`config.mk`:
```
export PLATFORM = sky130hd
export DESIGN_NAME = nvsram_host
export DESIGN_NICKNAME = d
export VERILOG_FILES = /design/src/core/nvsram_host_pkg.sv /design/src/core/nvsram_strobe_if.sv /design/src/core/nvsram_host.sv /design/src/core/nvsram_wait_timer.sv
export SDC_FILE = /design/constraint.sdc
export NUM_CORES = 1
export LEC_CHECK = 0
export ABC_AREA = 1
export BUFFER_PORTS_ARGS = -buffer_cell sky130_fd_sc_hd__buf_2
export CAP_MARGIN = 30
export CORE_MARGIN = 3
export CORE_UTILIZATION = 51
export DETAILED_ROUTE_END_ITERATION = 6
export PLACE_DENSITY = 0.73
export SLEW_MARGIN = 10
export SYNTH_ARGS = -nofsm -noshare
export SYNTH_HDL_FRONTEND = slang
export SYNTH_SLANG_ARGS = --single-unit
```
`constraint.sdc`:
```
create_clock -name i_clk -period 1.8 [get_ports i_clk]
set_clock_uncertainty 0.15 [all_clocks]
set_input_delay 0.09 -clock i_clk [delete_from_list [all_inputs] [get_ports i_clk]]
set_output_delay 0.09 -clock i_clk [all_outputs]
set_load 0.01 [all_outputs]
```
`src/core/nvsram_host_pkg.sv`:
```
// constants for the nonvolatile sram host controller
package nvsram_host_pkg;
    localparam int ADDR_W = 17;
    localparam int DATA_W = 8;
    localparam int SEQ_LEN = 6;
    localparam int MATCH_W = 16;
    localparam logic [15:0] SEQ_0 = 16'h4e38;
    localparam logic [15:0] SEQ_1 = 16'hb1c7;
    localparam logic [15:0] SEQ_2 = 16'h83e0;
    localparam logic [15:0] SEQ_3 = 16'h7c1f;
    localparam logic [15:0] SEQ_4 = 16'h703f;
    localparam logic [15:0] CMD_STORE = 16'h8fc0;
    localparam logic [15:0] CMD_RECALL = 16'h4c63;
    localparam logic [15:0] CMD_INHIBIT = 16'h8b45;
    localparam logic [15:0] CMD_RELEASE = 16'h4b46;
    localparam logic [1:0] OP_READ = 2'h0;
    localparam logic [1:0] OP_WRITE = 2'h1;
    localparam logic [1:0] OP_CMD = 2'h2;
    localparam logic [1:0] NV_STORE = 2'h0;
    localparam logic [1:0] NV_RECALL = 2'h1;
    localparam logic [1:0] NV_INHIBIT = 2'h2;
    localparam logic [1:0] NV_RELEASE = 2'h3;
    localparam int CLK_HZ = 10_000_000;
    // times in their own units
    localparam int T_STORE_MS = 10;
    localparam int T_RECALL_US = 20;
    localparam int T_RESTORE_MS = 5;
    localparam int STORE_CYC = T_STORE_MS * (CLK_HZ / 1000);
    localparam int RECALL_CYC = T_RECALL_US * (CLK_HZ / 1_000_000);
    localparam int RESTORE_CYC = T_RESTORE_MS * (CLK_HZ / 1000);
    // one bus access phase length in clocks (100 ns each)
    localparam logic [3:0] PHASE_CYC = 4'h1;
    localparam logic [3:0] STROBE_CYC = 4'h2;
endpackage

```
`src/core/nvsram_strobe_if.sv`:
```
// strobe-timer link between the sequencer and its phase timer
`timescale 1ns/1ps
interface nvsram_strobe_if;
    logic load;
    logic [23:0] count;
    logic done;
    modport ctl (output load, output count, input done);
    modport tmr (input load, input count, output done);
endinterface

```
`src/core/nvsram_host.sv`:
```
// host controller driving a nonvolatile sram over its async pins
`timescale 1ns/1ps
// How it works
// - write enable stays high during reads
// - six command reads issued in fixed order
// - write enable high across all six steps
// - steps strobed by select or output enable
// - no other access inside a sequence
module nvsram_host #(
    parameter int STORE_CYCLES = nvsram_host_pkg::STORE_CYC,
    parameter int RECALL_CYCLES = nvsram_host_pkg::RECALL_CYC,
    parameter int RESTORE_CYCLES = nvsram_host_pkg::RESTORE_CYC
) (
    input wire logic i_clk,
    input wire logic i_rst_b,
    input wire logic i_req_valid,
    input wire logic [1:0] i_req_op,
    input wire logic [nvsram_host_pkg::ADDR_W-1:0] i_req_addr,
    input wire logic [nvsram_host_pkg::DATA_W-1:0] i_req_wdata,
    input wire logic [1:0] i_req_cmd,
    input wire logic i_use_oe_strobe,
    output logic o_req_ready,
    output logic o_rsp_valid,
    output logic [nvsram_host_pkg::DATA_W-1:0] o_rsp_rdata,
    output logic o_busy,
    output logic [nvsram_host_pkg::ADDR_W-1:0] o_addr,
    output logic o_ce_b,
    output logic o_we_b,
    output logic o_oe_b,
    output logic [nvsram_host_pkg::DATA_W-1:0] o_data_pins,
    output logic o_data_pins_oe,
    input wire logic [nvsram_host_pkg::DATA_W-1:0] i_data_pins
);
    // the phase timer is 24 bits wide and cannot time a zero wait
    if (STORE_CYCLES < 1 || RECALL_CYCLES < 1 || RESTORE_CYCLES < 1 ||
        STORE_CYCLES > 24'hffffff || RECALL_CYCLES > 24'hffffff ||
        RESTORE_CYCLES > 24'hffffff) begin : g_bad_counts
        $error("busy counts out of range");
    end

    typedef enum logic [2:0] {
        ST_POWERUP, ST_IDLE, ST_SETUP, ST_STROBE, ST_RELEASE, ST_BUSY
    } state_type;

    typedef struct packed {
        state_type st;
        logic [nvsram_host_pkg::ADDR_W-1:0] addr;
        logic [nvsram_host_pkg::DATA_W-1:0] wdata;
        logic [nvsram_host_pkg::DATA_W-1:0] rdata;
        logic [1:0] op;
        logic [1:0] cmd;
        logic [2:0] step;
        logic oe_mode;
        logic ce_b;
        logic we_b;
        logic oe_b;
        logic drive;
        logic rsp;
        logic start;
    } host_type;

    host_type s_r, s_nxt;
    nvsram_strobe_if tif ();

    nvsram_wait_timer nvsram_wait_timer_i (
        .i_clk(i_clk),
        .i_rst_b(i_rst_b),
        .tif(tif)
    );

    // sequence address for a step; sixth step is the command code
    function automatic logic [15:0] seq_addr(input logic [2:0] step, input logic [1:0] cmd);
        case (step)
            3'h0: seq_addr = nvsram_host_pkg::SEQ_0;
            3'h1: seq_addr = nvsram_host_pkg::SEQ_1;
            3'h2: seq_addr = nvsram_host_pkg::SEQ_2;
            3'h3: seq_addr = nvsram_host_pkg::SEQ_3;
            3'h4: seq_addr = nvsram_host_pkg::SEQ_4;
            default: begin
                case (cmd)
                    nvsram_host_pkg::NV_STORE: seq_addr = nvsram_host_pkg::CMD_STORE;
                    nvsram_host_pkg::NV_RECALL: seq_addr = nvsram_host_pkg::CMD_RECALL;
                    nvsram_host_pkg::NV_INHIBIT: seq_addr = nvsram_host_pkg::CMD_INHIBIT;
                    default: seq_addr = nvsram_host_pkg::CMD_RELEASE;
                endcase
            end
        endcase
    endfunction

    function automatic logic [23:0] busy_cycles(input logic [1:0] cmd);
        case (cmd)
            nvsram_host_pkg::NV_STORE: busy_cycles = 24'(STORE_CYCLES);
            nvsram_host_pkg::NV_RECALL: busy_cycles = 24'(RECALL_CYCLES);
            default: busy_cycles = 24'h0;
        endcase
    endfunction

    always_comb begin
        s_nxt = s_r;
        s_nxt.rsp = 1'b0;
        s_nxt.start = 1'b0;
        tif.load = 1'b0;
        tif.count = 24'h0;
        case (s_r.st)
            ST_POWERUP: begin
                // wait out the power-up recall before the first access
                if (s_r.start) begin
                    tif.load = 1'b1;
                    tif.count = 24'(RESTORE_CYCLES);
                end else if (tif.done) begin
                    s_nxt.st = ST_IDLE;
                end
            end
            ST_IDLE: begin
                if (i_req_valid) begin
                    s_nxt.op = i_req_op;
                    s_nxt.cmd = i_req_cmd;
                    s_nxt.wdata = i_req_wdata;
                    s_nxt.step = 3'h0;
                    s_nxt.oe_mode = i_use_oe_strobe;
                    if (i_req_op == nvsram_host_pkg::OP_CMD) begin
                        // top address bit left low; device ignores it
                        s_nxt.addr = {1'b0, seq_addr(3'h0, i_req_cmd)};
                    end else begin
                        s_nxt.addr = i_req_addr;
                    end
                    s_nxt.st = ST_SETUP;
                end
            end
            ST_SETUP: begin
                // address settled first; strobe only after setup
                s_nxt.we_b = 1'b1;
                s_nxt.drive = 1'b0;
                if (s_r.op == nvsram_host_pkg::OP_WRITE) begin
                    s_nxt.ce_b = 1'b0;
                    s_nxt.oe_b = 1'b1;
                    s_nxt.st = ST_STROBE;
                end else if (s_r.op == nvsram_host_pkg::OP_CMD && s_r.oe_mode) begin
                    s_nxt.ce_b = 1'b0;
                    s_nxt.oe_b = 1'b1;
                    s_nxt.st = ST_STROBE;
                end else begin
                    s_nxt.ce_b = 1'b0;
                    s_nxt.oe_b = 1'b0;
                    s_nxt.st = ST_STROBE;
                end
                tif.load = 1'b1;
                tif.count = 24'(nvsram_host_pkg::PHASE_CYC);
            end
            ST_STROBE: begin
                if (s_r.op == nvsram_host_pkg::OP_WRITE) begin
                    s_nxt.we_b = 1'b0;
                    s_nxt.drive = 1'b1;
                end else begin
                    s_nxt.oe_b = 1'b0;
                end
                if (tif.done) begin
                    tif.load = 1'b1;
                    tif.count = 24'(nvsram_host_pkg::STROBE_CYC);
                    s_nxt.st = ST_RELEASE;
                end
            end
            ST_RELEASE: begin
                if (tif.done) begin
                    if (s_r.op == nvsram_host_pkg::OP_READ) begin
                        s_nxt.rdata = i_data_pins;
                        s_nxt.rsp = 1'b1;
                    end
                    s_nxt.we_b = 1'b1;
                    s_nxt.oe_b = 1'b1;
                    s_nxt.drive = 1'b0;
                    // select-strobed steps end on select, others on output enable
                    s_nxt.ce_b = s_r.op == nvsram_host_pkg::OP_CMD && s_r.oe_mode ? 1'b0 : 1'b1;
                    if (s_r.op == nvsram_host_pkg::OP_CMD &&
                        s_r.step != 3'(nvsram_host_pkg::SEQ_LEN - 1)) begin
                        // next step follows directly, no other access between
                        s_nxt.step = s_r.step + 3'h1;
                        s_nxt.addr = {1'b0, seq_addr(s_r.step + 3'h1, s_r.cmd)};
                        s_nxt.st = ST_SETUP;
                    end else if (s_r.op == nvsram_host_pkg::OP_CMD) begin
                        s_nxt.ce_b = 1'b1;
                        s_nxt.start = 1'b1;
                        s_nxt.st = ST_BUSY;
                    end else begin
                        s_nxt.st = ST_IDLE;
                    end
                end
            end
            ST_BUSY: begin
                // no access until the nonvolatile cycle ends
                if (s_r.start) begin
                    tif.load = busy_cycles(s_r.cmd) != 24'h0;
                    tif.count = busy_cycles(s_r.cmd);
                    if (busy_cycles(s_r.cmd) == 24'h0) begin
                        s_nxt.rsp = 1'b1;
                        s_nxt.st = ST_IDLE;
                    end
                end else if (tif.done) begin
                    s_nxt.rsp = 1'b1;
                    s_nxt.st = ST_IDLE;
                end
            end
            default: s_nxt.st = ST_IDLE;
        endcase
    end

    always_ff @(posedge i_clk) begin
        if (!i_rst_b) begin
            s_r <= '0;
            s_r.st <= ST_POWERUP;
            s_r.ce_b <= 1'b1;
            s_r.we_b <= 1'b1;
            s_r.oe_b <= 1'b1;
            s_r.start <= 1'b1;
        end else begin
            s_r <= s_nxt;
        end
    end

    assign o_req_ready = s_r.st == ST_IDLE;
    assign o_rsp_valid = s_r.rsp;
    assign o_rsp_rdata = s_r.rdata;
    assign o_busy = s_r.st != ST_IDLE;
    assign o_addr = s_r.addr;
    assign o_ce_b = s_r.ce_b;
    assign o_we_b = s_r.we_b;
    assign o_oe_b = s_r.oe_b;
    assign o_data_pins = s_r.wdata;
    assign o_data_pins_oe = s_r.drive;
endmodule

```
`src/core/nvsram_wait_timer.sv`:
```
// down counter that times strobe phases and busy periods
`timescale 1ns/1ps
module nvsram_wait_timer (
    input wire logic i_clk,
    input wire logic i_rst_b,
    nvsram_strobe_if.tmr tif
);
    typedef struct packed {
        logic [23:0] cnt;
        logic run;
    } st_type;
    st_type s_r, s_nxt;
    always_comb begin
        s_nxt = s_r;
        if (tif.load) begin
            s_nxt.cnt = tif.count;
            s_nxt.run = 1'b1;
        end else if (s_r.run && s_r.cnt != 24'h0) begin
            s_nxt.cnt = s_r.cnt - 24'h1;
        end else begin
            s_nxt.run = 1'b0;
        end
    end
    // done must not depend on load: the sequencer reloads in answer to done
    assign tif.done = s_r.run && (s_r.cnt == 24'h0);
    always_ff @(posedge i_clk) begin
        if (!i_rst_b) begin
            s_r <= '0;
        end else begin
            s_r <= s_nxt;
        end
    end
endmodule

```
**Yosys cells after proc, flatten, opt, wreduce, memory -nomap -nowiden**

Index checks and enable logic that the tools add are counted.

- Eq/ne operators: 25
- Div/mod/pow operators: 0
- Shift-type cells: 0
- Multipliers: 0
- Bitwise logic cells: 0
- $add $sub $neg: 2
- Reduce and logical (&&, ||, !) cells: 23
- Magnitude comparators: 0
- Multiplexer cells: 51

Operators by type and width:

| operator | number |
|---|---|
| 16-bit one-hot mux with 5 select lines | 1 |
| 24-bit two-way mux | 3 |
| 17-bit one-hot mux with 2 select lines | 2 |
| 17-bit one-hot mux with 4 select lines | 1 |
| 17-bit two-way mux | 3 |
| 24-bit zero test | 2 |
| 16-bit one-hot mux with 3 select lines | 1 |
| 24-bit nonzero test | 2 |
| 28-bit two-way mux | 1 |
| 3-bit two-way mux | 9 |
| 25-bit two-way mux | 1 |
| 24-bit by 1-bit subtractor with 24-bit output, second input constant | 1 |
| 20-bit two-way mux | 1 |
| 1-bit two-way mux | 18 |
| 3-bit one-hot mux with 6 select lines | 1 |
| 16-bit two-way mux | 1 |
| 3-bit by 2-bit == test with 1-bit output, second input constant | 4 |
| 2-bit inequality test, second input constant | 5 |
| 3-bit == test, second input constant | 3 |
| 3-bit one-hot mux with 3 select lines | 1 |
| 3-bit AND reduction | 3 |
| 2-bit == test, second input constant | 3 |
| 3-bit by 1-bit == test with 1-bit output, second input constant | 2 |
| 3-bit zero test | 2 |
| 18 further kinds | 30 |

- Input bits: 41
- Register bits: 75
- Bits in writable memories: 0
- ROM bits: 0
- Bits in latches: 0
- Word-level logic and storage cells: 117
- Memories: 0
- Output and inout port bits: 40

**Longest topological paths before layout**

Gate-level depths: netlist of run 1.

- Word-level depth: 8
- Gate-level depth with buffers: 13
- Depth with buffers taken out: 13

**Hierarchy**

A second synthesis of run 1 with hierarchy kept.

- Cell total of the unflattened synthesis: 756
- Area, all modules: 4840.9 sq um

Modules (own cells, without submodules):

| module | sequential area each (sq um) | cells each | area an instance (sq um) | instances |
|---|---|---|---|---|
| nvsram_host | 1001.0 | 452 | 2992.9 | 1 |
| nvsram_wait_timer | 500.5 | 304 | 1848.0 | 1 |

**Least setup slack after synthesis of run 1**

No wires, ideal clock.

- Path type: reg2reg
- Start: register s_r[7] in the netlist's numbering
- End: register s_r, in the netlist o_addr[7]
- Data required time: 1585 ps
- Slack: -84 ps
- Cell stages (with the launch flop): 11
- Buffers on the path: 0
- Setup time: 65 ps
- Arrival time: 1669 ps
- Clock period less this slack: 1884 ps
- Cells stage by stage: dfxtp_1 -> ha_1 -> ha_1 -> inv_1 -> a21oi_1 -> nand2_1 -> a21oi_1 -> o21ai_0 -> nand2_1 -> o21ai_0 -> nor2_1

- Cells in the longest elaborated chain, start to end: 6
- Elaborated cells between the ends (all ways): 14
- Those cells by class: 1 x add/sub; 6 x eq/ne; 4 x mux; 3 x reduce/logical

RTL lines:

| item | line | text |
|---|---|---|
| start: declaration | nvsram_host.sv:62 | `host_type s_r, s_nxt;` |
| start signal: assignment | nvsram_host.sv:216 | `s_r <= s_nxt;` |
| 3-bit by 1-bit adder with 3-bit output | nvsram_host.sv:178 | `s_nxt.addr = {1'b0, seq_addr(s_r.step + 3'h1, s_r.cmd)};` |
| 3-bit == test, or another cell as far along | nvsram_host.sv:73 | `case (step)` |
| 16-bit one-hot mux with 5 select lines | nvsram_host.sv:73 |  |
| 17-bit two-way mux | nvsram_host.sv:174 | `if (s_r.op == nvsram_host_pkg::OP_CMD &&` |
| 20-bit two-way mux | nvsram_host.sv:164 | `if (tif.done) begin` |
| 17-bit one-hot mux with 2 select lines | nvsram_host.sv:104 | `case (s_r.st)` |

Parallel ways exist; a longest one is shown, timed or not. The select of a mux whose other input is x is not followed.
A chain may end at the register's enable or synchronous reset.

**Worst setup path after layout of run 1**

- Start: register s_r[7] in the netlist's numbering
- End: register s_r, in the netlist o_addr[10]

The elaborated chain is that of the path after synthesis.

==> flow_summary.json, run 1 <==
{
  "status": "finished, violations left",
  "violations": "negative setup slack",
  "coreArea_um2": 8340,
  "cp_cell_sequence": "ha_4 > ha_4 > buf_6 > o21ai_4 > nor2_4 > inv_4 > nand2_2 > nand2_2 > a21oi_2 > nor3_1 > nor2_1",
  "place_congestion": 0.898,
  "synth_edf_count": 0,
  "hold_viol": 0,
  "cp-end-kind": "register",
  "overflow": 0,
  "ys.flop_type": "dfxtp_1",
  "startpoint_type": "register",
  "crit_fanout": 4,
  "cp_slowest_stage_delay_ps": 370,
  "netlist_top_cells_count": "99 x nor2_1, 79 x nand2_1, 75 x dfxtp_1",
  "grt_pass1_wl_um": 21200,
  "crit_start": "s_r[7]$_SDFFE_PN0P_",
  "synthCells": 612,
  "critPathSlowestCell": "dfxtp_4",
  "grt_pass1_vias": 4807,
  "power_frac_clock_pct": 25.4,
  "cts.sinks": 75,
  "swShare_pct": 36.9,
  "critPathKind": "reg2reg",
  "r2r_slack_ps": -190,
  "ant_nets": 0,
  "power.leakage_nw": 3.04,
  "hold_path.class": "in2reg",
  "clk_pin_slew_worst_paths_ps": 90,
  "dpl.hpwl_um": 8580,
  "max_cap_viol_count": 0,
  "worstPathRequired_ps": 1900,
  "root_buffer": "clkbuf_8",
  "combPwrFrac_pct": 41.7,
  "yosysUniqueCellTypes": 44,
  "r2r_cells": 11,
  "synthArstFlopShare_pct": 0,
  "slew_headroom_pct": 52.6,
  "rows": 33,
  "ctsLongestPathBuffers": 2,
  "antenna_found_initial": 0,
  "grt_max_degree": 48,
  "setup_viol": 46,
  "switching_power_mw": 2.16,
  "worst_hold_path.endpoint": "o_rsp_valid$_SDFF_PN0_",
  "yosysMostFrequentCell": "nor2_1",
  "power_density_nw_per_um2": 885,
  "area_growth_pct": 49.3,
  "die_h_um": 99.2,
  "die_area_um2": 9850,
  "yosysWarnings": 0,
  "slew_violations": 0,
  "yosysTopAreaCell": "dfxtp_1",
  "io_pins": 81,
  "rsz0062_at_grt": "true",
  "max_freq_mhz": 502,
  "syn-num-nets": 666,
  "wl_um": 15000,
  "worstReg2RegEnd": "o_addr[10]$_SDFFE_PN0P_",
  "layout-drive-gt1-share_pct": 46.6,
  "ir_drop_mv": 0.724,
  "ys_ff_latch": 75,
  "vias_per_cell": 5.55,
  "timing.final.ws_setup_ps": -192,
  "via_count": 5035,
  "min_path_cells": 3,
  "drt_iter0_markers": 313,
  "grtUsageTotal_pct": 26.3,
  "start_util_pct": 53.2,
  "dr.pass1.iters": 7,
  "period_needed_ps": 1990,
  "post_dp_cell_area_um2": 5180,
  "setup-tns-final_ps": -4060,
  "stdcell_area_um2": 6620,
  "cts_tree": "built",
  "n_antenna_cell": 0,
  "ys_seq_area_share_pct": 33.9,
  "yosysTopAreaCellShare_pct": 33.9,
  "r2r-start": "s_r[7]$_SDFFE_PN0P_",
  "internal-power_mw": 3.70,
  "fillers": 508,
  "dieWidth_um": 99.2,
  "numCtsBuffers": 9,
  "fin_crit_sh_pct": 111,
  "p_seq_share_pct": 32.9,
  "avgSynthCellArea_um2": 7.24,
  "ctsHtreeMaxLevel": 3,
  "port_buffers": 80,
  "route.detailed.drc": 0,
  "arrival_ps": 2090,
  "min_from": "i_rst_b",
  "wl_per_cell_um": 16.5,
  "clkLatencyLatePin_ps": 360,
  "worst_slew_pin_slew_ps": 708,
  "nets": 851,
  "synth_area_um2": 4430,
  "netlist_top_cells_area": "dfxtp_1 34%, nor2_1 8.4%, nand2_1 6.7%"
}
[worst max-delay path: cells and delay by family (launching register included)]
family / cells / cell delay [ps]
AND/OR/NAND/NOR: 5 / 470
flip-flops: 1 / 370
adder cells (fa/ha/maj): 2 / 440
buffers and inverters: 2 / 220
AO/OA/AOI/OAI: 2 / 230
[layout make-up]
class                           instances  area (um^2)  area share (%)
Sequential cell                        75         1530            23.1
Timing Repair inverter                  2         15.0           0.227
Timing Repair Buffer                  217         1600            24.1
Clock buffer                            9          124            1.87
Inverter                               72          298            4.50
Tap cell                              105          131            1.98
Multi-Input combinational cell        420         2830            42.7
Clock inverter                          7          101            1.53
[per-layer routing]
metal	part of all wire (%)	track usage, %	vias up
met5	0	0	-
met4	4.4	12.1	0
met3	6.2	5.05	72
met2	52	48.0	264
met1	37	29.3	2372
li1	-	-	2327
[state kept, by name (all words and copies together) (netlist names)]
name / flops
o_data_pins: 8
o_rsp_valid: 1
o_ce_b: 1
nvsram_wait_timer_i.s_r: 25
o_data_pins_oe: 1
o_we_b: 1
o_rsp_rdata: 8
o_addr: 17
s_r: 12
o_oe_b: 1
[cell families (layout without fill, tap and decap cells)]
kind of cell | Yosys count | count (layout) | share of synthesized area [%]
xor gates and xnor gates | 13 | 13 | 2.57
DFF | 75 | 75 | 33.9
adders and majority gates | 13 | 13 | 3.67
AOI/OAI and AO/OA | 129 | 129 | 16.2
and+or+nand+nor | 263 | 265 | 29.2
buffers and inverters | 119 | 307 | 14.5
[power groups by stage]
stage	clock [mW]	combinational, mW	sequential, mW
final	1.49	2.44	1.93
after global routing	1.56	2.62	1.94
after CTS	1.49	1.97	1.91
after detailed placement	0	1.66	1.93
after global placement	0	1.63	1.92
after floorplan	0	1.10	1.93
[worst max path at each step]
stage | cells after the start | endpoint | slack, ps
after floorplan | 11 | o_addr[9]$_SDFFE_PN0P_ | 9
after global placement | 11 | o_addr[5]$_SDFFE_PN0P_ | -90
after detailed placement | 10 | o_addr[1]$_SDFFE_PN0P_ | -210
after CTS | 11 | o_addr[9]$_SDFFE_PN0P_ | -90
after global routing | 10 | o_rsp_rdata[2]$_SDFFE_PN0P_ | -270
final | 11 | o_addr[10]$_SDFFE_PN0P_ | -190
[what timing repair did]
action	4_1_cts	5_1_grt
pin swaps	36	57
buffers inserted	10	17
hold buffers	37	0
endpoints found under the hold margin	37	0
gates cloned	2	2
endpoints found under the setup margin	52	61
gates resized for setup	73	116
[per-stage QoR]
step	std cells	utilization [%]	power (mW)	worst slack [ps]	hold slack, ps
after global routing	907	79.4	6.12	-271	47.4
after CTS	889	73.1	5.37	-86.8	3.92
after detailed placement	824	62.2	3.60	-211	169
after global placement	824	62.2	3.55	-93.1	162
after floorplan	612	-	3.03	9.28	74.9
final	907	79.4	5.86	-192	44.8
[cells in the final DEF, fill, tap and decap left out, types with 3 or more instances in the layout]
master	count
o21ai_1	20
o21ai_0	30
nand2_2	16
buf_4	85
clkbuf_8	9
ha_2	3
nand2_4	12
o211a_1	5
ha_4	4
a21oi_2	15
nand4_1	6
nand3_1	22
nor2_4	26
ha_1	6
nor2_2	18
dlygate4sd3_1	37
xnor2_1	6
buf_2	80
dfxtp_1	57
buf_6	13
dfxtp_2	16
clkinv_4	3
nand2_1	59
inv_2	16
nor3_1	4
nand3_4	7
inv_4	5
nand3_2	8
o21ai_2	17
xor2_1	6
a21oi_1	32
inv_1	49
nor2_1	78
No activity file was read; power rests on OpenSTA's default activity.
==> inputs of run 2 (changes only) <==
--- a/config.mk
+++ b/config.mk
@@ -5,9 +5,9 @@
 export SDC_FILE = /design/constraint.sdc
 export NUM_CORES = 1
 export LEC_CHECK = 0
-export ABC_AREA = 1
 export BUFFER_PORTS_ARGS = -buffer_cell sky130_fd_sc_hd__buf_2
 export CAP_MARGIN = 30
+export CORE_ASPECT_RATIO = 1.75
 export CORE_MARGIN = 3
 export CORE_UTILIZATION = 51
 export DETAILED_ROUTE_END_ITERATION = 6
==> run 2 against run 1 <==
The flow still finishes with violations (negative setup slack). Setup slack lost 550 ps. Final area grew 1.5%. Clock power grew 19%. Global-route usage grew 9.7 points. Final cell count shrank 2.8%. Power shrank 5.3%. Count of clock-buffer cells in the layout is the same. Synthesized cell count shrank 9.5%. Non-clock buffer count grew 48. Critical path type unchanged. Critical endpoint is now o_rsp_rdata[4]$_SDFFE_PN0P_. Largest cell class unchanged. Highest routed layer unchanged.
==> flow_summary.json, run 2 <==
{
  "rows": 44,
  "synthArstFlopShare_pct": 0,
  "post_dp_cell_area_um2": 5860,
  "ys_ff_latch": 75,
  "layout_common_cells": "146 x buf_4, 81 x nand2_1, 80 x buf_2",
  "ys.flop_type": "dfxtp_1",
  "ant_nets": 0,
  "ctsLongestPathBuffers": 2,
  "cp_slowest_stage_delay_ps": 530,
  "route.detailed.drc": 0,
  "clkLatencyLatePin_ps": 340,
  "status": "finished, violations left",
  "die_area_um2": 9980,
  "whs_ps": 6.22,
  "largest_reg_flops": 25,
  "netlist_top_cells_area": "dfxtp_1 34%, nand2_1 7.0%, buf_4 5.5%",
  "synthCells": 554,
  "swShare_pct": 35.1,
  "arrival_ps": 2650,
  "io_pins": 81,
  "synth_edf_count": 0,
  "grt_max_degree": 36,
  "crit_fanout": 6,
  "met2_usage_pct": 68.6,
  "setup_viol": 63,
  "yosysMostFrequentCell": "nand2_1",
  "grt_pass1_vias": 5750,
  "nets": 816,
  "die_h_um": 130,
  "stdcell_area_um2": 6720,
  "yosysWarnings": 0,
  "avgSynthCellArea_um2": 8.08,
  "port_buffers": 80,
  "overflow": 0,
  "drt_iter0_markers": 448,
  "dieWidth_um": 76.8,
  "use_met1_pct": 32.8,
  "yosysUniqueCellTypes": 70,
  "wl_um": 18400,
  "worst_slew_pin_slew_ps": 756,
  "ir_drop_mv": 0.685,
  "fin_crit_sh_pct": 141,
  "switching_power_mw": 1.95,
  "area_growth_pct": 50.0,
  "pre_cts_slack_ps": -730,
  "combPwrFrac_pct": 35.0,
  "antenna_found_initial": 0,
  "root_buffer": "clkbuf_16",
  "yosysTopAreaCellShare_pct": 33.5,
  "ctsHtreeMaxLevel": 3,
  "via_count": 5585,
  "grtUsageTotal_pct": 36.0,
  "grt_pass1_wl_um": 28200,
  "place_inst": 833,
  "hold_viol": 0,
  "cp-end-kind": "register",
  "period_needed_ps": 2540,
  "slew_violations": 0,
  "wl_per_cell_um": 20.8,
  "path_common_cell": "buf_6",
  "stdcell_count": 882,
  "power_density_nw_per_um2": 827,
  "cts.sinks": 75,
  "p_seq_share_pct": 32.9,
  "critPathSlowestCell": "or4_4",
  "critPathKind": "reg2reg",
  "rsz0062_at_grt": "true",
  "n_antenna_cell": 0,
  "layout_commonest_cell": "buf_4",
  "start_util_pct": 53.1,
  "cp_cell_sequence": "or4_4 > buf_6 > nor3_2 > buf_4 > nand4_1 > buf_6 > nor4_4 > buf_6 > mux2i_1",
  "layout-drive-gt1-share_pct": 41.2,
  "coreArea_um2": 8420,
  "power.leakage_nw": 2.94,
  "use_met3_pct": 6.56,
  "p_total_mw": 5.55,
  "fillers": 512,
  "numCtsBuffers": 9,
  "max_cap_viol_count": 0,
  "slew_headroom_pct": 49.4,
  "max_freq_mhz": 393,
  "internal-power_mw": 3.60,
  "cts_tree": "built",
  "hold_path.class": "in2reg",
  "ys_seq_area_share_pct": 33.5,
  "timing.final.ws_setup_ps": -745,
  "startpoint_type": "register",
  "dpl.hpwl_um": 11500,
  "dr.pass1.iters": 5,
  "vias_per_cell": 6.33,
  "synth_area_um2": 4480,
  "yosysTopAreaCell": "dfxtp_1",
  "violations": "negative setup slack",
  "largest_register": "nvsram_wait_timer_i.s_r",
  "place_congestion": 0.987,
  "grt_busiest_layer": "met2",
  "netlist_top_cells_count": "84 x nand2_1, 75 x dfxtp_1, 33 x buf_4",
  "syn-num-nets": 608,
  "worstPathRequired_ps": 1900,
  "clk_pin_slew_worst_paths_ps": 70,
  "power_frac_clock_pct": 32.1
}
[run 2: through the flow]
step | TNS (ps) | utilization, %
floorplan | -42130 | -
global placement | -38310 | 69.6
detailed placement | -38820 | 69.6
CTS | -33850 | 78.7
global route | -41110 | 79.7
finish | -38370 | 79.7
[run 2: per-layer routing]
layer / vias up / wire length (um)
met2: 365 / 9840
li1: 2436 / -
met3: 141 / 1140
met5: - / 0
met4: 0 / 1560
met1: 2643 / 5860
[run 2: layout make-up]
class / count / area (um^2) / share of cell area (%)
Multi-Input combinational cell: 397 / 2810 / 41.8
Clock buffer: 9 / 225 / 3.35
Tap cell: 115 / 144 / 2.14
Clock inverter: 7 / 60.1 / 0.894
Sequential cell: 75 / 1500 / 22.4
Inverter: 14 / 52.6 / 0.782
Timing Repair Buffer: 265 / 1920 / 28.6
[run 2: kinds of logic after synthesis]
kind of cell             synth area share, %
AO/OA/AOI/OAI                           25.6
XOR/XNOR                               0.391
adder cells (fa/ha/maj)                 3.63
buffers and inverters                   9.92
flip-flops                              33.5
multiplexers                            2.93
AND/OR/NAND/NOR                         24.0
[run 2: path summary, 6_finish.rpt]
path | to | startpoint | slack [ps] | depth (start not counted)
worst min register to register | o_rsp_rdata[7]$_SDFFE_PN0P_ | o_rsp_rdata[7]$_SDFFE_PN0P_ | 320 | 2
worst max register to register | o_rsp_rdata[4]$_SDFFE_PN0P_ | nvsram_wait_timer_i.s_r[16]$_SDFFE_PN0P_ | -740 | 9
worst max-delay path | o_rsp_rdata[4]$_SDFFE_PN0P_ | nvsram_wait_timer_i.s_r[16]$_SDFFE_PN0P_ | -740 | 9
worst min-delay path | o_addr[2]$_SDFFE_PN0P_ | i_req_addr[2] | 6 | 4
[run 2: what timing repair did]
action | CTS | global route
hold buffers | 26 | 0
setup buffers | 4 | 2
setup endpoints to repair | 63 | 63
hold endpoints to repair | 26 | 0
gates resized for setup | 40 | 19
pin swaps | 4 | 2
gates cloned | 2 | 0
[run 2: power groups by stage]
stage,combinational [mW],clock (mW),sequential [mW]
global placement,1.59,0,1.85
global route,2.06,1.83,1.83
detailed placement,1.62,0,1.85
CTS,1.80,1.76,1.82
floorplan,0.854,0,1.84
finish,1.94,1.78,1.83
[run 2: worst max-delay path: cells and delay by family, from the launching register on]
family	cells	cell delay, ps
DFF	1	320
buffers and inverters	4	660
and+or+nand+nor	4	1060
muxes	1	260
==> inputs of run 3 (changes only) <==
--- a/config.mk
+++ b/config.mk
@@ -9,10 +9,12 @@
 export CAP_MARGIN = 30
 export CORE_ASPECT_RATIO = 1.75
 export CORE_MARGIN = 3
-export CORE_UTILIZATION = 51
+export CORE_UTILIZATION = 52
+export CTS_BUF_LIST = sky130_fd_sc_hd__clkbuf_4
 export DETAILED_ROUTE_END_ITERATION = 6
-export PLACE_DENSITY = 0.73
+export PLACE_DENSITY = 0.74
 export SLEW_MARGIN = 10
 export SYNTH_ARGS = -nofsm -noshare
 export SYNTH_HDL_FRONTEND = slang
+export SYNTH_HIERARCHICAL = 1
 export SYNTH_SLANG_ARGS = --single-unit
==> run 3 against run 2 <==
The run still ends with negative setup slack left. Core utilization is 1.0 points lower. First-iteration DRC count fell by 46%. Count of clock-buffer cells in the layout unchanged. Non-clock buffer count down 26. Sequential cell count unchanged. Via count shrank 16%. Critical endpoint is now o_rsp_rdata[5]$_SDFFE_PN0P_. Largest power group is now sequential cells.
==> flow_summary.json, run 3 <==
{
  "status": "finished, violations left",
  "violations": "negative setup slack",
  "die_area_um2": 9740,
  "max_freq_mhz": 423,
  "crit_fanout": 6,
  "yosysUniqueCellTypes": 79,
  "slew_headroom_pct": 51.0,
  "layout-drive-gt1-share_pct": 40.5,
  "wl_um": 14500,
  "grt_pass1_vias": 4836,
  "period_needed_ps": 2360,
  "dpl.hpwl_um": 9130,
  "ctsLongestPathBuffers": 2,
  "largest_register": "nvsram_wait_timer_i/s_r",
  "synthCells": 527,
  "yosysTopAreaCellShare_pct": 33.8,
  "dieWidth_um": 75.9,
  "ant_nets": 0,
  "cp_slowest_stage_delay_ps": 360,
  "grtUsageTotal_pct": 27.8,
  "place_congestion": 0.907,
  "io_pins": 81,
  "synthArstFlopShare_pct": 0,
  "vias_per_cell": 5.57,
  "avgSynthCellArea_um2": 8.44,
  "hold_path.class": "in2reg",
  "ys_ff_latch": 75,
  "worst_slew_pin_slew_ps": 735,
  "cp_cell_sequence": "nor4_4 > and3_4 > nand2_4 > nor2_4 > buf_6 > nand2_4 > or3_4 > buf_6 > mux2i_1 > nor2b_1",
  "seqCellArea_um2": 1510,
  "min_path_cells": 4,
  "antenna_found_initial": 1,
  "via_count": 4709,
  "rsz0062_at_grt": "true",
  "startpoint_type": "register",
  "start_util_pct": 53.5,
  "die_h_um": 128,
  "route.met3.wl_um": 491,
  "coreArea_um2": 8310,
  "power.leakage_nw": 2.86,
  "wl_per_cell_um": 17.1,
  "cts.sinks": 75,
  "ys.flop_type": "dfxtp_1",
  "rows": 44,
  "p_total_mw": 3.91,
  "port_buffers": 80,
  "r2r_cells": 10,
  "synth_edf_count": 0,
  "wirelength_met1_um": 5090,
  "netlist_top_cells_area": "dfxtp_1 34%, buf_4 5.7%, nand2_1 5.1%",
  "power_density_nw_per_um2": 597,
  "grt_max_degree": 32,
  "fin_crit_sh_pct": 131,
  "worstPathRequired_ps": 2030,
  "grt_pass1_wl_um": 22000,
  "wl_met2_um": 8220,
  "yosysWarnings": 6,
  "ctsHtreeMaxLevel": 3,
  "largest_reg_flops": 25,
  "dr.max_layer_used": "met4",
  "netlist_top_cells_count": "75 x dfxtp_1, 60 x nand2_1, 35 x a21oi_1, 35 x o21ai_0, 34 x buf_4",
  "stdcell_count": 846,
  "yosysMostFrequentCell": "dfxtp_1",
  "hold_viol": 0,
  "timing.final.ws_setup_ps": -562,
  "area_growth_pct": 47.1,
  "final_core_util_pct": 78.7,
  "cts_tree": "built",
  "multi_input_area_um2": 2840,
  "drt_iter0_markers": 242,
  "layout_common_cells": "103 x buf_4, 81 x buf_2, 67 x dfxtp_1",
  "route.detailed.drc": 0,
  "synth_area_um2": 4450,
  "numCtsBuffers": 9,
  "dr.pass1.iters": 5,
  "place_inst": 777,
  "critPathSlowestCell": "dfxtp_2",
  "yosysTopAreaCell": "dfxtp_1",
  "fillers": 544,
  "nets": 780,
  "setup-tns-final_ps": -26700,
  "ir_drop_mv": 0.779,
  "setup_viol": 62,
  "ys_seq_area_share_pct": 33.8,
  "arrival_ps": 2590,
  "cp-end-kind": "register",
  "slew_violations": 0,
  "critPathKind": "reg2reg",
  "clk_pin_slew_worst_paths_ps": 140,
  "root_buffer": "clkbuf_4",
  "overflow": 0,
  "clkLatencyLatePin_ps": 460,
  "max_cap_viol_count": 0,
  "layout_commonest_cell": "buf_4"
}
## run 3: cell types whose count changed after synthesis, moves of 12 or more
cell / previous run / this run
nand2_1: 84 / 60
a21boi_1: 0 / 17
o21ai_1: 1 / 18
nor2b_1: 7 / 22
a21boi_0: 14 / 2
o21ai_0: 23 / 35
## run 3: worst max-delay path, delay by kind of cell, from the launching register on
| family | cells | cell delay (ps) |
|---|---|---|
| multiplexers | 1 | 120 |
| AND/OR/NAND/NOR | 7 | 1350 |
| flip-flops | 1 | 360 |
| buffers and inverters | 2 | 290 |
## run 3: where the power goes
| group | leakage, nW | switching (mW) | internal, mW |
|---|---|---|---|
| combinational | 2.15 | 0.355 | 0.399 |
| clock | 0.0943 | 0.691 | 0.713 |
| sequential | 0.613 | 0.0434 | 1.70 |
| total | 2.86 | 1.09 | 2.82 |
## run 3: metal layers
metal / vias up / global-route usage, %
li1: 2242 / -
met1: 2243 / 27.0
met2: 165 / 54.9
met3: 59 / 4.34
met4: 0 / 16.3
met5: - / 0
## run 3: final timing paths
check / start / endpoint / slack [ps]
max: nvsram_wait_timer_i/s_r[10]$_SDFFE_PN0P_ / o_rsp_rdata[5]$_SDFFE_PN0P_ / -560
min reg2reg: o_data_pins[6]$_SDFFE_PN0P_ / o_data_pins[6]$_SDFFE_PN0P_ / 310
min: i_req_cmd[0] / s_r[10]$_SDFFE_PN0P_ / 260
max reg2reg: nvsram_wait_timer_i/s_r[10]$_SDFFE_PN0P_ / o_rsp_rdata[5]$_SDFFE_PN0P_ / -560
## run 3: cells by family after synthesis
logic type | Yosys count | share of synthesized area [%]
compound gates | 161 | 24.1
xor+xnor | 14 | 2.76
fa+ha+maj | 14 | 3.94
buf+inv | 75 | 9.65
flops | 75 | 33.8
mux | 11 | 2.50
other cells | 1 | 0.0843
simple gates | 176 | 23.2
## run 3: through the flow
stage / hold WS (ps) / setup slack, ps / instance area [um^2]
after floorplan: 74.8 / -681 / 4630
after global placement: 180 / -545 / 5550
after detailed placement: 188 / -619 / 5550
after CTS: 227 / -407 / 6320
after global routing: 263 / -610 / 6540
final: 261 / -562 / 6540
## run 3: area by class of cell
class | count | area share [%]
diodes | 1 | 0.0382
clock buffers | 9 | 1.03
clock inverters | 7 | 1.91
inverters | 13 | 0.784
multi-input cells | 387 | 43.3
flip-flops and latches | 75 | 23.1
well taps | 115 | 2.20
repair buffers | 239 | 27.6
## run 3: repair_timing
item | CTS | global route
pin swaps | 6 | 9
endpoints found under the setup margin | 62 | 66
cloned | 1 | 4
buffers inserted | 5 | 2
hold buffers | 40 | 0
hold endpoints to repair | 42 | 0
resized for setup | 49 | 35
